## src/logic/wake_pkg.sv

```systemverilog
/*
  wake_pkg: constants, register map and carrier types for the idle tick
  timer and multi-pin wakeup block.
  Assumes a single 100 MHz core clock and a plain register port.
*/
package wake_pkg;

  // register map (index on the plain port)
  localparam logic [3:0] OFS_POWER_CTRL = 4'h0;
  localparam logic [3:0] OFS_WINDOW_SEL = 4'h1;
  localparam logic [3:0] OFS_INT_CTRL   = 4'h2;
  localparam logic [3:0] OFS_WAKE_EN    = 4'h3;
  localparam logic [3:0] OFS_WAKE_EDGE  = 4'h4;
  localparam logic [3:0] OFS_WAKE_PEND  = 4'h5;

  // power control field positions
  localparam int unsigned IDLE_REQ_BIT = 6;
  localparam int unsigned HALT_REQ_BIT = 7;

  // interrupt control field positions
  localparam int unsigned TICK_EN_BIT   = 0;
  localparam int unsigned TICK_PEND_BIT = 1;
  localparam int unsigned PORT_GIE_BIT  = 2;
  localparam int unsigned GLOBAL_IE_BIT = 3;

  // reset values
  localparam logic [2:0] WINDOW_SEL_RESET = 3'h0;
  localparam logic [7:0] WAKE_REG_RESET   = 8'h00;

  // timing: instruction clock is the core clock divided by ten
  localparam int unsigned INSTR_DIV    = 10;
  localparam int unsigned DIV_W        = 4;
  localparam logic [3:0]  DIV_LAST     = 4'(INSTR_DIV - 1);
  // every toggle of the tap counts, so a 4k window needs bit 12 and the
  // 64k window bit 16; the timer is one bit wider than 16 for that reason
  localparam int unsigned TIMER_W      = 17;
  localparam int unsigned TAP_LOW_BIT  = 12;
  localparam logic [2:0]  TAP_SEL_MAX  = 3'h4;

  typedef enum logic [1:0] {
    MODE_RUN,
    MODE_IDLE,
    MODE_HALT
  } power_e;

  typedef struct packed {
    logic [3:0] addr;
    logic [7:0] wdata;
    logic       wr;
    logic       rd;
  } reg_req_s;

endpackage : wake_pkg

```

## src/logic/idle_wake_ctrl.sv

```systemverilog
/*
  idle_wake_ctrl: idle tick timer with selectable tap, power mode control
  and an 8-pin edge wakeup/interrupt unit.
  Assumes rstn is asynchronous active low, core_clk is the oscillator,
  and the cpu core reacts to cpu_run and the two interrupt requests.
*/
`timescale 1ns/1ps

// Function
// [RULE1] writing one to power control bit 6 enters idle
// [RULE2] idle stops execution only; divider and timer keep running
// [RULE3] window tap selects 4k, 8k, 16k, 32k or 64k cycles
// [RULE4] timer counts every instruction cycle, idle or not
// [RULE5] tap bit toggle sets pending, may interrupt, ends idle
// [RULE6] enabled tick interrupt is requested on wake for core servicing
// [RULE7] reset or enabled pin wake also ends idle
// [RULE8] reset clears window select, choosing the 4096 cycle tap
// [RULE9] timer has no software access, start or stop
// [RULE10] dedicated enable gates tick interrupt; pending is pollable
// [RULE11] software masks tick interrupt around tap changes
// [RULE12] software clears pending before idle, then a no-op
// [RULE13] software runs two no-ops after leaving idle
// [RULE14] wake enable bit per pin allows wake from halt or idle
// [RULE15] edge bit one means falling edge, zero rising edge
// [RULE16] software disables, changes edge, clears pending, re-enables
// [RULE17] after reset software sets edges, clears pending, then enables
// [RULE18] selected edge latches pending bit; only software clears it
// [RULE19] halt is refused while any pin is enabled and pending
// [RULE20] wake registers are read/write and reset to zero
// [RULE21] pins share one request, gated by enable, port and global flags
// [RULE22] pin wake resumes core; interrupt request only when enabled
// [RULE23] instruction clock is the core clock divided by ten
// [RULE24] pin inputs are synchronised before edge detection
module idle_wake_ctrl
  import wake_pkg::*;
#(
  parameter int unsigned PINS = 8
) (
  input  wire logic            core_clk,
  input  wire logic            rstn,
  input  wire reg_req_s        bus_req,
  output logic [7:0]           rdata,
  input  wire logic [PINS-1:0] port_pins,
  output logic                 instr_tick,
  output logic                 idle_state,
  output logic                 halt_state,
  output logic                 cpu_run,
  output logic                 idle_tick_irq,
  output logic                 port_irq
);

  // instruction clock and idle tick timer
  logic [DIV_W-1:0]   div;
  logic [DIV_W-1:0]   next_div;
  logic               next_instr_tick;
  logic [TIMER_W-1:0] idle_tick_timer;
  logic [TIMER_W-1:0] next_idle_tick_timer;
  logic               tap_q;
  logic               next_tap_q;
  logic               tap_now;
  logic               tap_event;
  logic [2:0]         tap_idx;
  logic [2:0]         window_tap_field;

  always_comb begin
    next_div        = (div == DIV_LAST) ? '0 : div + 1'b1;  // [RULE23]
    next_instr_tick = (div == DIV_LAST);                    // [RULE23]
    // free running, never loaded by software
    next_idle_tick_timer = instr_tick ? idle_tick_timer + 1'b1
                                      : idle_tick_timer;  // [RULE4] [RULE9]
    // selections above 64k clamp to the widest window
    tap_idx   = (window_tap_field > TAP_SEL_MAX) ? TAP_SEL_MAX
                                                 : window_tap_field;
    tap_now   = idle_tick_timer[TAP_LOW_BIT + tap_idx];   // [RULE3]
    // a tap change compares old bit to new one, so it may fire spuriously
    tap_event  = (tap_now != tap_q);                      // [RULE5] [RULE11]
    next_tap_q = tap_now;
  end

  always_ff @(posedge core_clk or negedge rstn) begin
    if (!rstn) begin
      div             <= '0;
      instr_tick      <= 1'b0;
      idle_tick_timer <= '0;
      tap_q           <= 1'b0;
    end else begin
      div             <= next_div;
      instr_tick      <= next_instr_tick;
      idle_tick_timer <= next_idle_tick_timer;
      tap_q           <= next_tap_q;
    end
  end

  // pin synchroniser and edge detection
  logic [PINS-1:0] sync1;
  logic [PINS-1:0] sync2;
  logic [PINS-1:0] sync3;
  logic [PINS-1:0] pin_level;
  logic [PINS-1:0] next_pin_level;
  logic [PINS-1:0] wake_set;
  logic [PINS-1:0] wake_edge_select;

  for (genvar i = 0; i < PINS; i++) begin : g_pin
    logic agree;
    // a change counts only once the second and third stages agree
    assign agree = (sync2[i] == sync3[i]);               // [RULE24]
    assign next_pin_level[i] = agree ? sync3[i] : pin_level[i];
    assign wake_set[i] = agree && (sync3[i] != pin_level[i]) &&
                         (sync3[i] != wake_edge_select[i]);  // [RULE15]
  end

  always_ff @(posedge core_clk or negedge rstn) begin
    if (!rstn) begin
      sync1     <= '0;
      sync2     <= '0;
      sync3     <= '0;
      pin_level <= '0;
    end else begin
      sync1     <= port_pins;                            // [RULE24]
      sync2     <= sync1;
      sync3     <= sync2;
      pin_level <= next_pin_level;
    end
  end

  // software registers
  logic [2:0]      next_window_tap_field;
  logic            idle_tick_int_enable;
  logic            next_idle_tick_int_enable;
  logic            idle_tick_pending;
  logic            next_idle_tick_pending;
  logic            port_int_global_enable;
  logic            next_port_int_global_enable;
  logic            global_int_enable;
  logic            next_global_int_enable;
  logic [PINS-1:0] wake_enable;
  logic [PINS-1:0] next_wake_enable;
  logic [PINS-1:0] next_wake_edge_select;
  logic [PINS-1:0] wake_pending;
  logic [PINS-1:0] next_wake_pending;
  logic [7:0]      next_rdata;
  logic            wr_at;
  logic            wake_evt;
  logic            held_pending;

  assign wr_at = bus_req.wr;

  always_comb begin
    next_window_tap_field       = window_tap_field;
    next_idle_tick_int_enable   = idle_tick_int_enable;
    next_idle_tick_pending      = idle_tick_pending;
    next_port_int_global_enable = port_int_global_enable;
    next_global_int_enable      = global_int_enable;
    next_wake_enable            = wake_enable;
    next_wake_edge_select       = wake_edge_select;
    next_wake_pending           = wake_pending;
    if (wr_at) begin
      unique case (bus_req.addr)
        OFS_WINDOW_SEL: next_window_tap_field = bus_req.wdata[2:0];
        OFS_INT_CTRL: begin
          next_idle_tick_int_enable   = bus_req.wdata[TICK_EN_BIT];
          next_idle_tick_pending      = bus_req.wdata[TICK_PEND_BIT];
          next_port_int_global_enable = bus_req.wdata[PORT_GIE_BIT];
          next_global_int_enable      = bus_req.wdata[GLOBAL_IE_BIT];
        end
        OFS_WAKE_EN:   next_wake_enable      = bus_req.wdata[PINS-1:0];
        OFS_WAKE_EDGE: next_wake_edge_select = bus_req.wdata[PINS-1:0];
        OFS_WAKE_PEND: next_wake_pending     = bus_req.wdata[PINS-1:0];
        default: ;
      endcase
    end
    // hardware set wins over a clearing write in the same cycle
    if (tap_event) begin
      next_idle_tick_pending = 1'b1;                     // [RULE5] [RULE10]
    end
    next_wake_pending = next_wake_pending | wake_set;    // [RULE18]
  end

  assign wake_evt     = |(wake_set & wake_enable);       // [RULE14]
  assign held_pending = |(wake_enable & wake_pending);

  always_ff @(posedge core_clk or negedge rstn) begin
    if (!rstn) begin
      window_tap_field       <= WINDOW_SEL_RESET;        // [RULE8]
      idle_tick_int_enable   <= 1'b0;
      idle_tick_pending      <= 1'b0;
      port_int_global_enable <= 1'b0;
      global_int_enable      <= 1'b0;
      wake_enable            <= WAKE_REG_RESET;          // [RULE20]
      wake_edge_select       <= WAKE_REG_RESET;          // [RULE20]
      wake_pending           <= WAKE_REG_RESET;          // [RULE20]
    end else begin
      window_tap_field       <= next_window_tap_field;
      idle_tick_int_enable   <= next_idle_tick_int_enable;
      idle_tick_pending      <= next_idle_tick_pending;
      port_int_global_enable <= next_port_int_global_enable;
      global_int_enable      <= next_global_int_enable;
      wake_enable            <= next_wake_enable;
      wake_edge_select       <= next_wake_edge_select;
      wake_pending           <= next_wake_pending;
    end
  end

  // power mode
  power_e mode;
  power_e next_mode;

  always_comb begin
    next_mode = mode;
    unique case (mode)
      MODE_RUN: begin
        if (wr_at && bus_req.addr == OFS_POWER_CTRL) begin
          if (bus_req.wdata[HALT_REQ_BIT] && !held_pending && !wake_evt) begin
            next_mode = MODE_HALT;                       // [RULE19]
          end else if (bus_req.wdata[IDLE_REQ_BIT] &&
                       !bus_req.wdata[HALT_REQ_BIT]) begin
            next_mode = MODE_IDLE;                       // [RULE1]
          end
        end
      end
      MODE_IDLE: begin
        if (tap_event || wake_evt) begin
          next_mode = MODE_RUN;                          // [RULE5] [RULE7]
        end
      end
      MODE_HALT: begin
        if (wake_evt) begin
          next_mode = MODE_RUN;                          // [RULE14] [RULE22]
        end
      end
    endcase
  end

  // outputs and read data, all registered
  logic next_idle_tick_irq;
  logic next_port_irq;

  always_comb begin
    next_idle_tick_irq = idle_tick_pending && idle_tick_int_enable &&
                         global_int_enable;       // [RULE6] [RULE10]
    next_port_irq = held_pending && port_int_global_enable &&
                    global_int_enable;            // [RULE21] [RULE22]
    next_rdata = 8'h00;
    if (bus_req.rd) begin
      unique case (bus_req.addr)
        OFS_POWER_CTRL: begin
          next_rdata[IDLE_REQ_BIT] = (mode == MODE_IDLE);
          next_rdata[HALT_REQ_BIT] = (mode == MODE_HALT);
        end
        OFS_WINDOW_SEL: next_rdata[2:0] = window_tap_field;
        OFS_INT_CTRL: begin
          next_rdata[TICK_EN_BIT]   = idle_tick_int_enable;
          next_rdata[TICK_PEND_BIT] = idle_tick_pending;
          next_rdata[PORT_GIE_BIT]  = port_int_global_enable;
          next_rdata[GLOBAL_IE_BIT] = global_int_enable;
        end
        OFS_WAKE_EN:   next_rdata[PINS-1:0] = wake_enable;
        OFS_WAKE_EDGE: next_rdata[PINS-1:0] = wake_edge_select;
        OFS_WAKE_PEND: next_rdata[PINS-1:0] = wake_pending;
        default: next_rdata = 8'h00;
      endcase
    end
  end

  always_ff @(posedge core_clk or negedge rstn) begin
    if (!rstn) begin
      mode          <= MODE_RUN;
      idle_state    <= 1'b0;
      halt_state    <= 1'b0;
      cpu_run       <= 1'b1;
      idle_tick_irq <= 1'b0;
      port_irq      <= 1'b0;
      rdata         <= 8'h00;
    end else begin
      mode          <= next_mode;
      idle_state    <= (next_mode == MODE_IDLE);
      halt_state    <= (next_mode == MODE_HALT);
      cpu_run       <= (next_mode == MODE_RUN);          // [RULE2]
      idle_tick_irq <= next_idle_tick_irq;
      port_irq      <= next_port_irq;
      rdata         <= next_rdata;
    end
  end
endmodule : idle_wake_ctrl

```

## config.mk

```make
export PLATFORM = sky130hd
export DESIGN_NAME = idle_wake_ctrl
export DESIGN_NICKNAME = d
export VERILOG_FILES = /design/src/logic/wake_pkg.sv /design/src/logic/idle_wake_ctrl.sv
export SDC_FILE = /design/constraint.sdc
export NUM_CORES = 1
export LEC_CHECK = 0
export ABC_AREA = 1
export BUFFER_PORTS_ARGS = -buffer_cell sky130_fd_sc_hd__buf_4
export CORE_MARGIN = 2
export CORE_UTILIZATION = 40
export CTS_CLUSTER_SIZE = 20
export DETAILED_ROUTE_END_ITERATION = 10
export MAX_ROUTING_LAYER = met4
export PLACE_DENSITY_LB_ADDON = 0.05
export SYNTH_ARGS = -nofsm -noshare
export SYNTH_HDL_FRONTEND = slang
export SYNTH_SLANG_ARGS = --single-unit
```

## constraint.sdc

```tcl
create_clock -name core_clk -period 1.8 [get_ports core_clk]
set_clock_uncertainty 0.05 [all_clocks]
set_input_delay 0.09 -clock core_clk [delete_from_list [all_inputs] [get_ports core_clk]]
set_output_delay 0.09 -clock core_clk [all_outputs]
set_load 0.005 [all_outputs]
```

# Word-level counts from Yosys, hierarchy flattened
# Index checks and enable logic that the tools add are counted.
[classes] n_reduce_logical=40 n_bitwise=3 magnitude_cmp=2 n_mux=20 eq_ne=35 n_addsub=3
[op_table] op="$logic_and 1x1->1" count=24
[op_table] op="$mux 8" count=3
[op_table] op="$add 17x1->17 const B" count=1
[op_table] op="$ne 1x1->1" count=17
[op_table] op="$and 8x8->8" count=2
[op_table] op="$reduce_or 8->1" count=2
[op_table] op="$pmux 3 s5" count=1
[op_table] op="$pmux 2 s3" count=2
[op_table] op="$mux 2" count=5
[op_table] op="$reduce_and 2->1" count=5
[op_table] op="$eq 1x1->1" count=8
[op_table] op="$eq 4x2->1 const B" count=2
[op_table] op="$eq 4x3->1 const B" count=2
[op_table] op="$or 8x8->8" count=1
[op_table] op="$pmux 2 s4" count=1
[op_table] op="$lt 5x6->1 const B" count=1
[op_table] op="$add 4x3->5 const A" count=1
[op_table] op="$bmux 1 s5" count=1
[op_table] op="$add 4x1->4 const B" count=1
[op_table] op="$eq 2x1->1 const B" count=2
[op_table] op="$eq 2x2->1 const B" count=2
[op_table] op="$eq 4x1->1 const B" count=1
[op_table] op="$eq 4x4->1 const B" count=1
[op_table] op="$logic_not 2->1" count=2
[op_table] op="9 further kinds" count=15
[word_totals] out_inout_bits=14 reg_bits=101 wordCells=133 inputBits=24

# Depth between registers and ports, before layout
# Gate-level depths: netlist of the first run.
[depth] ltp_word=11 ltp_mapped=12 depth_no_buf=12

# Worst setup path after synthesis of the first run
# Ideal clock, no wire load.
[synth_timing] path_type="register -> register" from="register idle_tick_timer[0]" to="register idle_tick_timer[16]" setup_slack_ps=201 t_required_ps=1627 setup_ps=123 path_stages_with_launch=10 arrival_time_ps=1426 cell_sequence="dfrtp_1 ha_1 inv_2 nor3_4 inv_2 nor3b_4 nand2_2 nor2_2 nand3_1 xor2_1"
[synth_between] elab_chain_len=1
[synth_lines] item="start: declaration" line="idle_wake_ctrl.sv:56" rtl="logic [TIMER_W-1:0] idle_tick_timer;"
[synth_lines] item="start signal: assignment" line="idle_wake_ctrl.sv:89" rtl="idle_tick_timer <= next_idle_tick_timer;"
[synth_lines] item="$add 17x1->17" line="idle_wake_ctrl.sv:69" rtl="next_idle_tick_timer = instr_tick ? idle_tick_timer + 1'b1"
# No other way between the ends.
# A chain may end at the register's enable or synchronous reset.

# Final worst setup path of the first run
[layout_timing] from="register idle_tick_timer[1]" to="register idle_tick_timer[12]"
# Same word-level chain as after synthesis.

==> metrics.md, run 1 <==
| Metric | Value |
|---|---|
| RSZ-0062 raised after global routing | no |
| Final HPWL DP | 6.48 mm |
| Crit path DAT | 1860 ps |
| First-pass GRT wire length | 15.1 mm |
| Synth top area cells | dfrtp_1 58%, nand2_1 10%, inv_1 6.7% |
| Cell area after layout | between 5000 and 6000 sq um |
| Worst hold margin | 24.1 ps |
| Initial core utilization | 0.416 |
| Nets | between 500 and 600 |
| Largest buffer count on any clock path | 2 |
| Sequential-to-total area share from yosys stat | 0.587 |
| GRT Total Usage | 0.176 |
| Peak supply drop | 0.000844 V |
| Int Pwr | 3.57 mW |
| Met1 Wirelength | approximately 4.6 mm |
| Final Hold Fails | 0 |
| Io pins | 38 |
| Avg WL per Cell | 12.9 um |
| Met2 Wirelength | 3.76 mm |
| Lkg Pwr | ~2.7 nW |
| P&R area growth vs syn | 21.6% |
| Min cycle time layout | 1640 ps |
| Placed Instance Area | 4840 sq um |
| Chip height | roughly 110 um |
| Worst Max-Slew Pin Slew | 372 ps |
| Drt first pass iters | 4 |
| CTS tree | done |
| Max Slew Vio Count | 0 |
| Hold/Removal Path Class | in -> reg |
| Max-cap viol count | 0 |
| Critical-path maximum fanout | 3 |
| Syn. warnings | 0 |
| Logic pwr share | 0.147 |
| Clock transition at path regs | 100 ps |
| Met3 Routed Length | between 400 and 500 um |
| Die Wd | 108 um |
| DIE AREA | 11600 sq um |
| Fmax | 610 MHz |
| Prevailing post-synth register cell | dfrtp_1 |
| Setup TNS | 0 ps |
| # port buffers | 37 |
| DR iter-0 viols | approximately 150 |
| Post-DRT Antenna Nets | 0 |
| Post-synth top area share | 0.581 |
| Avg Cell Area, Syn | 9.15 sq um |
| Overall power | 4.92 mW |
| Most area-hungry cell type in the Yosys netlist | dfrtp_1 |
| Crit path capture type | register |
| Worst skew pair latency | 380 ps |
| DR vias | 3202 |
| Share of cells above drive strength 1 | 0.155 |
| Sequential share of power | 0.539 |
| Post-Syn Nets | 498 |
| Fin crit share | 0.911 |
| WP data required | 2020 ps |
| Sw Ratio | 0.274 |
| Clk network pwr share | 0.314 |
| Mapped cell area | 4310 sq um |
| Row cnt | 37 |
| Final setup fails | 0 |
| Core area | 10400 sq um |
| N_diodes | 0 |
| Vias in the first global route | 3057 |
| Post-DR vias/cell | between 4 and 5 |
| Most common cell after layout, fill and taps aside | nand2_1 |
| Seq cells post-synth | roughly 100 |
| GP Congestion | 0.815 |
| Initial antenna violation count | 0 |
| Clk sinks | 101 |
| CTS Buf Count | 9 |
| Synth cell types | 30 |
| Number of flops mapped to enable cells by yosys | 0 |
| Cell Pwr Density | 939 nW/um^2 |
| Worst setup SP type | register |
| Most frequent cells in the layout | 116 x nand2_1, 100 x dfrtp_1, 77 x inv_1 |
| Final WL | approximately 8.9 mm |
| CTS root buffer | clkbuf_8 |
| Overflow after GRT | 0 |
| H-Tree Depth | 3 |
| DR DRC count | 0 |
| Top layer reached by signal wires | met4 |
| Relative slew slack | 0.752 |
| Crit Path Category | reg -> reg |
| Sw power | 1.35 mW |
| Post-synthesis cell count | 471 |
| Async S/R FF share, synth | 1.00 |
| Run status | complete, no violations |
| Largest net degree at the start of global routing | 50 |
## cell families (layout without fill, tap and decap cells)
group,Yosys count,after routing,share of synthesized area
AO/OA/AOI/OAI,76,76,0.103
buffers and inverters,87,165,0.0764
flip-flops,101,101,0.587
adder cells (fa/ha/maj),3,3,0.00871
XOR/XNOR,17,17,0.0346
AND/OR/NAND/NOR,187,187,0.190
## worst max-delay path: stages (launching register included)
cell and delay, ps:
dfrtp_1 380, ha_2 180, inv_2 40, nor3_4 130, inv_2 70, nor3b_4 240, nand2_2 90, nor2_2 100
nand2_1 70, xor2_1 130, inv_1 50
## synth_stat cells, types with 5 or more instances
library cell and count:
a21boi_0 5, a21oi_1 8, dfrtp_1 100, inv_1 77, inv_2 7, nand2_1 116
nand3_1 26, nor2_1 26, o211ai_1 10, o21ai_0 20, o21ai_1 20, o22ai_1 7
xor2_1 14
## final timing paths
| path | start | to | slack (ps) | cells after the start |
|---|---|---|---|---|
| max in group asynchronous | rstn | idle_tick_timer[0] | 920 | 3 |
| hold reg to reg | sync1[2] | sync2[2] | 290 | 0 |
| hold / removal | bus_req[2] | wake_enable[0] | 20 | 3 |
| setup reg to reg | idle_tick_timer[1] | idle_tick_timer[12] | 160 | 10 |
| setup / recovery | idle_tick_timer[1] | idle_tick_timer[12] | 160 | 10 |
| min in group asynchronous | rstn | idle_tick_pending | 110 | 2 |
## metrics by stage
stage	utilization	instances	setup WS, ps
detailed placement	0.466	650	76.0
global route	0.505	685	7.51
finish	0.505	685	161
floorplan	-	471	201
global placement	0.466	650	140
CTS	0.503	682	60.2
## flip-flops by register name, indices dropped and copies added, names as in the netlist
signal	count
window_tap_field	3
pin_level	8
global_int_enable	1
wake_edge_select	8
mode	2
idle_tick_pending	1
halt_state	1
wake_pending	8
idle_tick_int_enable	1
instr_tick	1
sync2	8
idle_tick_irq	1
idle_state	1
wake_enable	8
cpu_run	1
port_irq	1
idle_tick_timer	17
rdata	8
sync3	8
sync1	8
div	4
port_int_global_enable	1
tap_q	1
## per-layer routing
metal  vias to the layer above  track usage
met5                         -            -
met4                         0       0.0559
met3                         8       0.0539
met2                        49        0.238
met1                      1509        0.252
li1                       1636            -
## power by group through the flow
stage | Clock [mW] | Sequential (mW) | Combinational (mW)
after floorplan | 0 | 2.66 | 0.426
after global placement | 0 | 2.69 | 0.691
after detailed placement | 0 | 2.69 | 0.704
after CTS | 1.62 | 2.65 | 0.735
after global routing | 1.71 | 2.68 | 0.843
final | 1.54 | 2.65 | 0.723
## final cells by class
cell class / count / area, sq um
inverters: 84 / 315
flip-flops and latches: 101 / 2530
well taps: 136 / 170
fillers: 1008 / 5130
repair buffers: 66 / 563
clock inverters: 6 / 86.3
clock buffers: 9 / 124
multi-input cells: 283 / 1450
## repair_timing
action                     4_1_cts  5_1_grt
setup endpoints to repair        0        2
hold buffers                    17        0
hold endpoints to repair       112        0
gates resized for setup          0        1
setup buffers                    0        3
Power figures use the tool's default switching activity.
==> inputs of run 2 (changes only) <==
- SKIP_CTS_REPAIR_TIMING: not set -> 1
- clock period: 1.8 -> 1.4 ns (I/O delays scaled with it)
==> run 2 against run 1 <==
  * The run now ends with negative setup slack left
  * Hold slack worse by 10 ps
  * Final cell count up 8.9%
  * Critical path depth unchanged
  * Via count up 9.2%
  * Non-clock buffer count up 61
  * Routed wire length up 8.3%
  * Clock power up 18%
  * Die area unchanged
  * Sequential cell count unchanged
==> metrics.md, run 2 (synthesis results as in run 1) <==
| Metric | Value |
|---|---|
| CTS root buffer | clkbuf_8 (unchanged) |
| GP Congestion | 0.811 (was 0.815) |
| Max reg flops | 17 (unchanged) |
| Relative slew slack | 0.784 (was 0.752) |
| Most used cell, CP | inv_2 (unchanged) |
| WP data required | 1620 ps (was 2020 ps) |
| GRT Total Usage | 0.178 (was 0.176) |
| CP max-delay cell | dfrtp_1 (unchanged) |
| Most frequent cells in the layout | 104 x buf_4, 99 x dfrtp_1, 98 x nand2_1 (was 116 x nand2_1, 100 x dfrtp_1, 77 x inv_1) |
| Drt first pass iters | 4 (unchanged) |
| Vias in the first global route | 3182 (was 3057) |
| Fin crit share | 1.21 (was 0.911) |
| Min cycle time layout | 1690 ps (was 1640 ps) |
| Final HPWL DP | 6.75 mm (was 6.48 mm) |
| Nets | 633 (was 572) |
| DR DRC count | 0 (unchanged) |
| Clock transition at path regs | 100 ps (about the same) |
| Avg WL per Cell | 12.9 um (about the same) |
| First-pass GRT wire length | 15.3 mm (was 15.1 mm) |
| Run status | finished with violations (was complete, no violations) |
| Lkg Pwr | 3.03 nW (was 2.69 nW) |
| Largest buffer count on any clock path | 2 (unchanged) |
| Worst Max-Slew Pin Slew | 323 ps (was 372 ps) |
| Row cnt | 37 (unchanged) |
| Post-DRT Antenna Nets | 0 (unchanged) |
| Worst Slack Setup Final | -288 ps (was 161 ps) |
| Cells after DPL | 694 (was 650) |
| Share of cells above drive strength 1 | 0.348 (was 0.155) |
| CP max stage delay | 390 ps (was 380 ps) |
| Worst setup SP type | register (unchanged) |
| Io pins | 38 (unchanged) |
| Final setup fails | 16 (was 0) |
| Overflow after GRT | 0 (unchanged) |
| Core area | 10400 sq um (unchanged) |
| # port buffers | 37 (unchanged) |
| Chip height | 108 um (unchanged) |
| Crit Path Category | reg -> reg (unchanged) |
| Critical-path maximum fanout | 3 (unchanged) |
| Initial core utilization | 0.416 (unchanged) |
| DR iter-0 viols | 109 (was 153) |
| CTS tree | done (unchanged) |
| Most common cell after layout, fill and taps aside | buf_4 (was nand2_1) |
| H-Tree Depth | 3 (unchanged) |
| Setup TNS | -2720 ps (was 0 ps) |
| Fin cells | 746 (was 685) |
| Die Wd | 108 um (unchanged) |
| Hold/Removal Path Class | in -> reg (unchanged) |
| Fmax | 592 MHz (was 610 MHz) |
| Crit path capture type | register (unchanged) |
| Final WL | 9.60 mm (was 8.87 mm) |
| Crit path DAT | 1900 ps (was 1860 ps) |
| Cell Chain, Critical Path | ha_2 -> inv_2 -> nor3_4 -> inv_2 -> nor3b_4 -> nand2_2 -> nor2_2 -> nand2_1 -> xor2_1 -> inv_1 (unchanged) |
| Peak supply drop | 0.000864 V (was 0.000844 V) |
| Top reg by flops | idle_tick_timer (unchanged) |
| Post-DR vias/cell | 4.69 (was 4.67) |
| Initial antenna violation count | 0 (unchanged) |
| Final Hold Fails | 0 (unchanged) |
| Worst skew pair latency | 380 ps (about the same) |
| Cell Pwr Density | 1130 nW/um^2 (was 939 nW/um^2) |
| RSZ-0062 raised after global routing | yes (was no) |
| P&R area growth vs syn | 38.3% (was 21.6%) |
| Fill count | 945 (was 1008) |
| DIE AREA | 11600 sq um (unchanged) |
| Max Slew Vio Count | 0 (unchanged) |
| Clk sinks | 101 (unchanged) |
| Failing checks | negative setup slack |
| DR vias | 3498 (was 3202) |
| N_diodes | 0 (unchanged) |
| Largest net degree at the start of global routing | 41 (was 50) |
| Max-cap viol count | 0 (unchanged) |
| CTS Buf Count | 9 (unchanged) |
-- run 2: cell count changes in the layout (fill, tap and decap cells not counted), moves of 4 or more --
| cell | previous run | this run |
|---|---|---|
| o21ai_2 | 0 | 13 |
| o21ai_0 | 20 | 13 |
| o21ai_1 | 20 | 14 |
| inv_1 | 77 | 72 |
| nor2_1 | 26 | 19 |
| buf_4 | 47 | 104 |
| clkbuf_8 | 9 | 13 |
| nor2_2 | 4 | 9 |
| nand2_2 | 1 | 17 |
| nand3_1 | 26 | 10 |
| nand2_1 | 116 | 98 |
| nand3_2 | 2 | 17 |
| inv_2 | 7 | 12 |
-- run 2: path summary, 6_finish.rpt --
| path | from | endpoint | slack [ps] | cells past startpoint |
|---|---|---|---|---|
| max | idle_tick_timer[0] | idle_tick_timer[12] | -290 | 10 |
| min | bus_req[2] | wake_enable[0] | 10 | 3 |
| max reg2reg | idle_tick_timer[0] | idle_tick_timer[12] | -290 | 10 |
| min reg2reg | sync1[2] | sync2[2] | 300 | 0 |
| max in group asynchronous | rstn | sync2[7] | 690 | 3 |
| min in group asynchronous | rstn | window_tap_field[0] | 70 | 2 |
-- run 2: worst max-delay path: cells and delay by family, from the launching register on --
kind	cells	cell delay, ps
adder cells (fa/ha/maj)	1	190
flip-flops	1	390
AND/OR/NAND/NOR	5	650
buffers and inverters	3	180
XOR/XNOR	1	130
-- run 2: layout make-up --
type                    instances  area [sq um]  area share
clock inverters                 2          16.3     0.00273
multi-input cells             283          1710       0.286
clock buffers                  13           179      0.0300
well taps                     136           170      0.0285
inverters                      84           315      0.0529
flip-flops and latches        101          2530       0.424
repair buffers                127          1040       0.175
-- run 2: metrics by stage --
step | hold slack, ps | area, sq um | utilization | total power [mW] | setup slack (ps)
6_report | 13.7 | 5960 | 0.575 | 6.74 | -288
5_1_grt | 18.1 | 5960 | 0.575 | 7.13 | -426
4_1_cts | -482 | 5370 | 0.518 | 6.42 | -293
3_5_place_dp | -60.3 | 5180 | 0.499 | 4.59 | -260
3_3_place_gp | -59.8 | 5180 | 0.499 | 4.55 | -201
2_1_floorplan | -276 | 4310 | - | 3.97 | -199
-- run 2: power by group --
group,internal (mW),switching (mW)
combinational,0.746,0.758
clock,0.835,0.983
sequential,3.21,0.206
total,4.79,1.95
-- run 2: per-layer routing --
layer,GRT usage,part of all wire,vias to the layer above
li1,-,-,1763
met1,0.250,0.50,1662
met2,0.252,0.44,68
met3,0.0557,0.052,5
met4,0.0467,0.010,0
met5,-,0,-
==> inputs of run 3 (changes only) <==
- SETUP_SLACK_MARGIN: not set -> 0.1
==> run 3 against run 2 <==
  * The flow still finishes with violations (negative setup slack)
  * Non-clock buffer count is 9 lower
  * Worst setup slack better by 68 ps
  * Final area is 2.9% lower
  * Count of clock-buffer cells in the layout is 2 lower
  * Largest cell class unchanged
  * Critical path type unchanged
==> metrics.md, run 3 (synthesis results as in run 1) <==
| Metric | Value |
|---|---|
| Vias in the first global route | 3254 (was 3182) |
| CTS root buffer | clkbuf_8 (unchanged) |
| Fmax | 617 MHz (was 592 MHz) |
| Most used cell, CP | inv_2 (unchanged) |
| Worst Max-Slew Pin Slew | 367 ps (was 323 ps) |
| Critical Path Start | idle_tick_timer[0] (unchanged) |
| Initial core utilization | 0.416 (unchanged) |
| Met2 Resource Use GR | 0.255 (was 0.252) |
| Avg WL per Cell | 12.7 um (was 12.9 um) |
| Final setup fails | 13 (was 16) |
| Lkg Pwr | 2.98 nW (was 3.03 nW) |
| GP Congestion | 0.903 (was 0.811) |
| Run status | finished with violations (unchanged) |
| CTS tree | done (unchanged) |
| Io pins | 38 (unchanged) |
| Share of cells above drive strength 1 | 0.292 (was 0.348) |
| Final Util | 0.558 (was 0.575) |
| Final Hold Fails | 0 (unchanged) |
| Int Pwr | 4.60 mW (was 4.79 mW) |
| DIE AREA | 11600 sq um (unchanged) |
| Worst hold start | bus_req[1] (was bus_req[2]) |
| # port buffers | 37 (unchanged) |
| Worst setup SP type | register (unchanged) |
| Clock transition at path regs | 90 ps (was 100 ps) |
| Post-DR vias/cell | 4.64 (was 4.69) |
| Crit path capture type | register (unchanged) |
| R2r setup slk | -220 ps (was -290 ps) |
| CP max stage delay | 380 ps (was 390 ps) |
| Overall power | 6.52 mW (was 6.74 mW) |
| Final WL | 9.40 mm (was 9.60 mm) |
| N_diodes | 0 (unchanged) |
| WP data required | 1630 ps (was 1620 ps) |
| First-pass GRT wire length | 15.5 mm (was 15.3 mm) |
| Max reg flops | 17 (unchanged) |
| Logic pwr share | 0.216 (was 0.223) |
| Overflow after GRT | 0 (unchanged) |
| Fin crit share | 1.16 (was 1.21) |
| Most frequent cells in the layout | 108 x nand2_1, 100 x dfrtp_1, 93 x buf_4 (was 104 x buf_4, 99 x dfrtp_1, 98 x nand2_1) |
| Hold/Removal Path Class | in -> reg (unchanged) |
| Sw power | 1.92 mW (was 1.95 mW) |
| P&R area growth vs syn | 34.4% (was 38.3%) |
| M3 GR Usage | 0.0551 (was 0.0557) |
| Min cycle time layout | 1620 ps (was 1690 ps) |
| Most common cell after layout, fill and taps aside | nand2_1 (was buf_4) |
| Peak supply drop | 0.000894 V (was 0.000864 V) |
| Final HPWL DP | 6.85 mm (was 6.75 mm) |
| Post-DRT Antenna Nets | 0 (unchanged) |
| CTS Buf Count | 9 (unchanged) |
| DR DRC count | 0 (unchanged) |
| DR iter-0 viols | 124 (was 109) |
| Met1 Resource Use GR | 0.253 (was 0.250) |
| Critical-path maximum fanout | 3 (unchanged) |
| Cells after DPL | 698 (was 694) |
| Initial antenna violation count | 0 (unchanged) |
| Failing checks | negative setup slack (unchanged) |
| Die Wd | 108 um (unchanged) |
| Nets | 624 (was 633) |
| Crit Path Category | reg -> reg (unchanged) |
| Cell Pwr Density | 1130 nW/um^2 (about the same) |
| Core area | 10400 sq um (unchanged) |
| CP max-delay cell | dfrtp_1 (unchanged) |
| Fin cells | 738 (was 746) |
| Worst Slack Setup Final | -220 ps (was -288 ps) |
| Setup TNS | -1680 ps (was -2720 ps) |
| Largest net degree at the start of global routing | 26 (was 41) |
| Worst skew pair latency | 390 ps (was 380 ps) |
| RSZ-0062 raised after global routing | yes (unchanged) |
| Sequential share of power | 0.522 (was 0.507) |
| Relative slew slack | 0.756 (was 0.784) |
| Max-cap viol count | 0 (unchanged) |
| Row cnt | 37 (unchanged) |
| Top reg by flops | idle_tick_timer (unchanged) |
| GR peak layer | met2 (unchanged) |
| Cell Chain, Critical Path | ha_1 -> inv_2 -> nor3_4 -> inv_2 -> nor3b_4 -> buf_4 -> nand3_1 -> xor2_1 -> inv_1 (was ha_2 -> inv_2 -> nor3_4 -> inv_2 -> nor3b_4 -> nand2_2 -> nor2_2 -> nand2_1 -> xor2_1 -> inv_1) |
| Crit path DAT | 1850 ps (was 1900 ps) |
| Sw Ratio | 0.294 (was 0.289) |
| Clk sinks | 101 (unchanged) |
| GRT Total Usage | 0.181 (was 0.178) |
| Chip height | 108 um (unchanged) |
| H-Tree Depth | 3 (unchanged) |
| Reg-to-reg critical path startpoint | idle_tick_timer[0] (unchanged) |
| Largest buffer count on any clock path | 2 (unchanged) |
| DR vias | 3425 (was 3498) |
| Drt first pass iters | 4 (unchanged) |
| Clk network pwr share | 0.262 (was 0.270) |
| Max Slew Vio Count | 0 (unchanged) |
## run 3: through the flow
step,hold WS (ps),area [sq um],worst slack (ps)
after floorplan,-276,4310,-199
after global placement,-35.8,5210,-171
after detailed placement,-36.6,5210,-184
after CTS,-475,5390,-206
after global routing,64.8,5790,-335
final,65.1,5790,-220
## run 3: path summary, 6_finish.rpt
check	end	depth (start not counted)
max in group asynchronous	cpu_run	3
setup reg to reg	idle_tick_timer[14]	9
setup / recovery	idle_tick_timer[14]	9
min in group asynchronous	tap_q	2
hold / removal	window_tap_field[2]	3
hold reg to reg	sync2[4]	0
## run 3: per-layer routing
layer / routed length, um / part of all wire
met2: 4080 / 0.43
met5: 0 / 0
met1: 4820 / 0.51
met3: 405 / 0.043
met4: 101 / 0.011
## run 3: area by class of cell
cell class / instances / area (sq um)
Inverter: 84 / 315
Fill cell: 933 / 4580
Clock buffer: 11 / 141
Timing Repair Buffer: 118 / 983
Tap cell: 136 / 170
Clock inverter: 5 / 35.0
Sequential cell: 101 / 2530
Multi-Input combinational cell: 283 / 1620
## run 3: power groups by stage
stage                     clock, mW  combinational [mW]  sequential [mW]
after floorplan                   0               0.554             3.42
after global placement            0                1.16             3.44
after detailed placement          0                1.18             3.44
after CTS                      1.79                1.19             3.39
after global routing           1.90                1.58             3.45
final                          1.71                1.41             3.41
## run 3: critical path: cells and delay by family, from the launching register on
kind / cells / cell delay [ps]
adder cells (fa/ha/maj): 1 / 170
flip-flops: 1 / 380
buffers and inverters: 4 / 330
XOR/XNOR: 1 / 160
AND/OR/NAND/NOR: 3 / 430
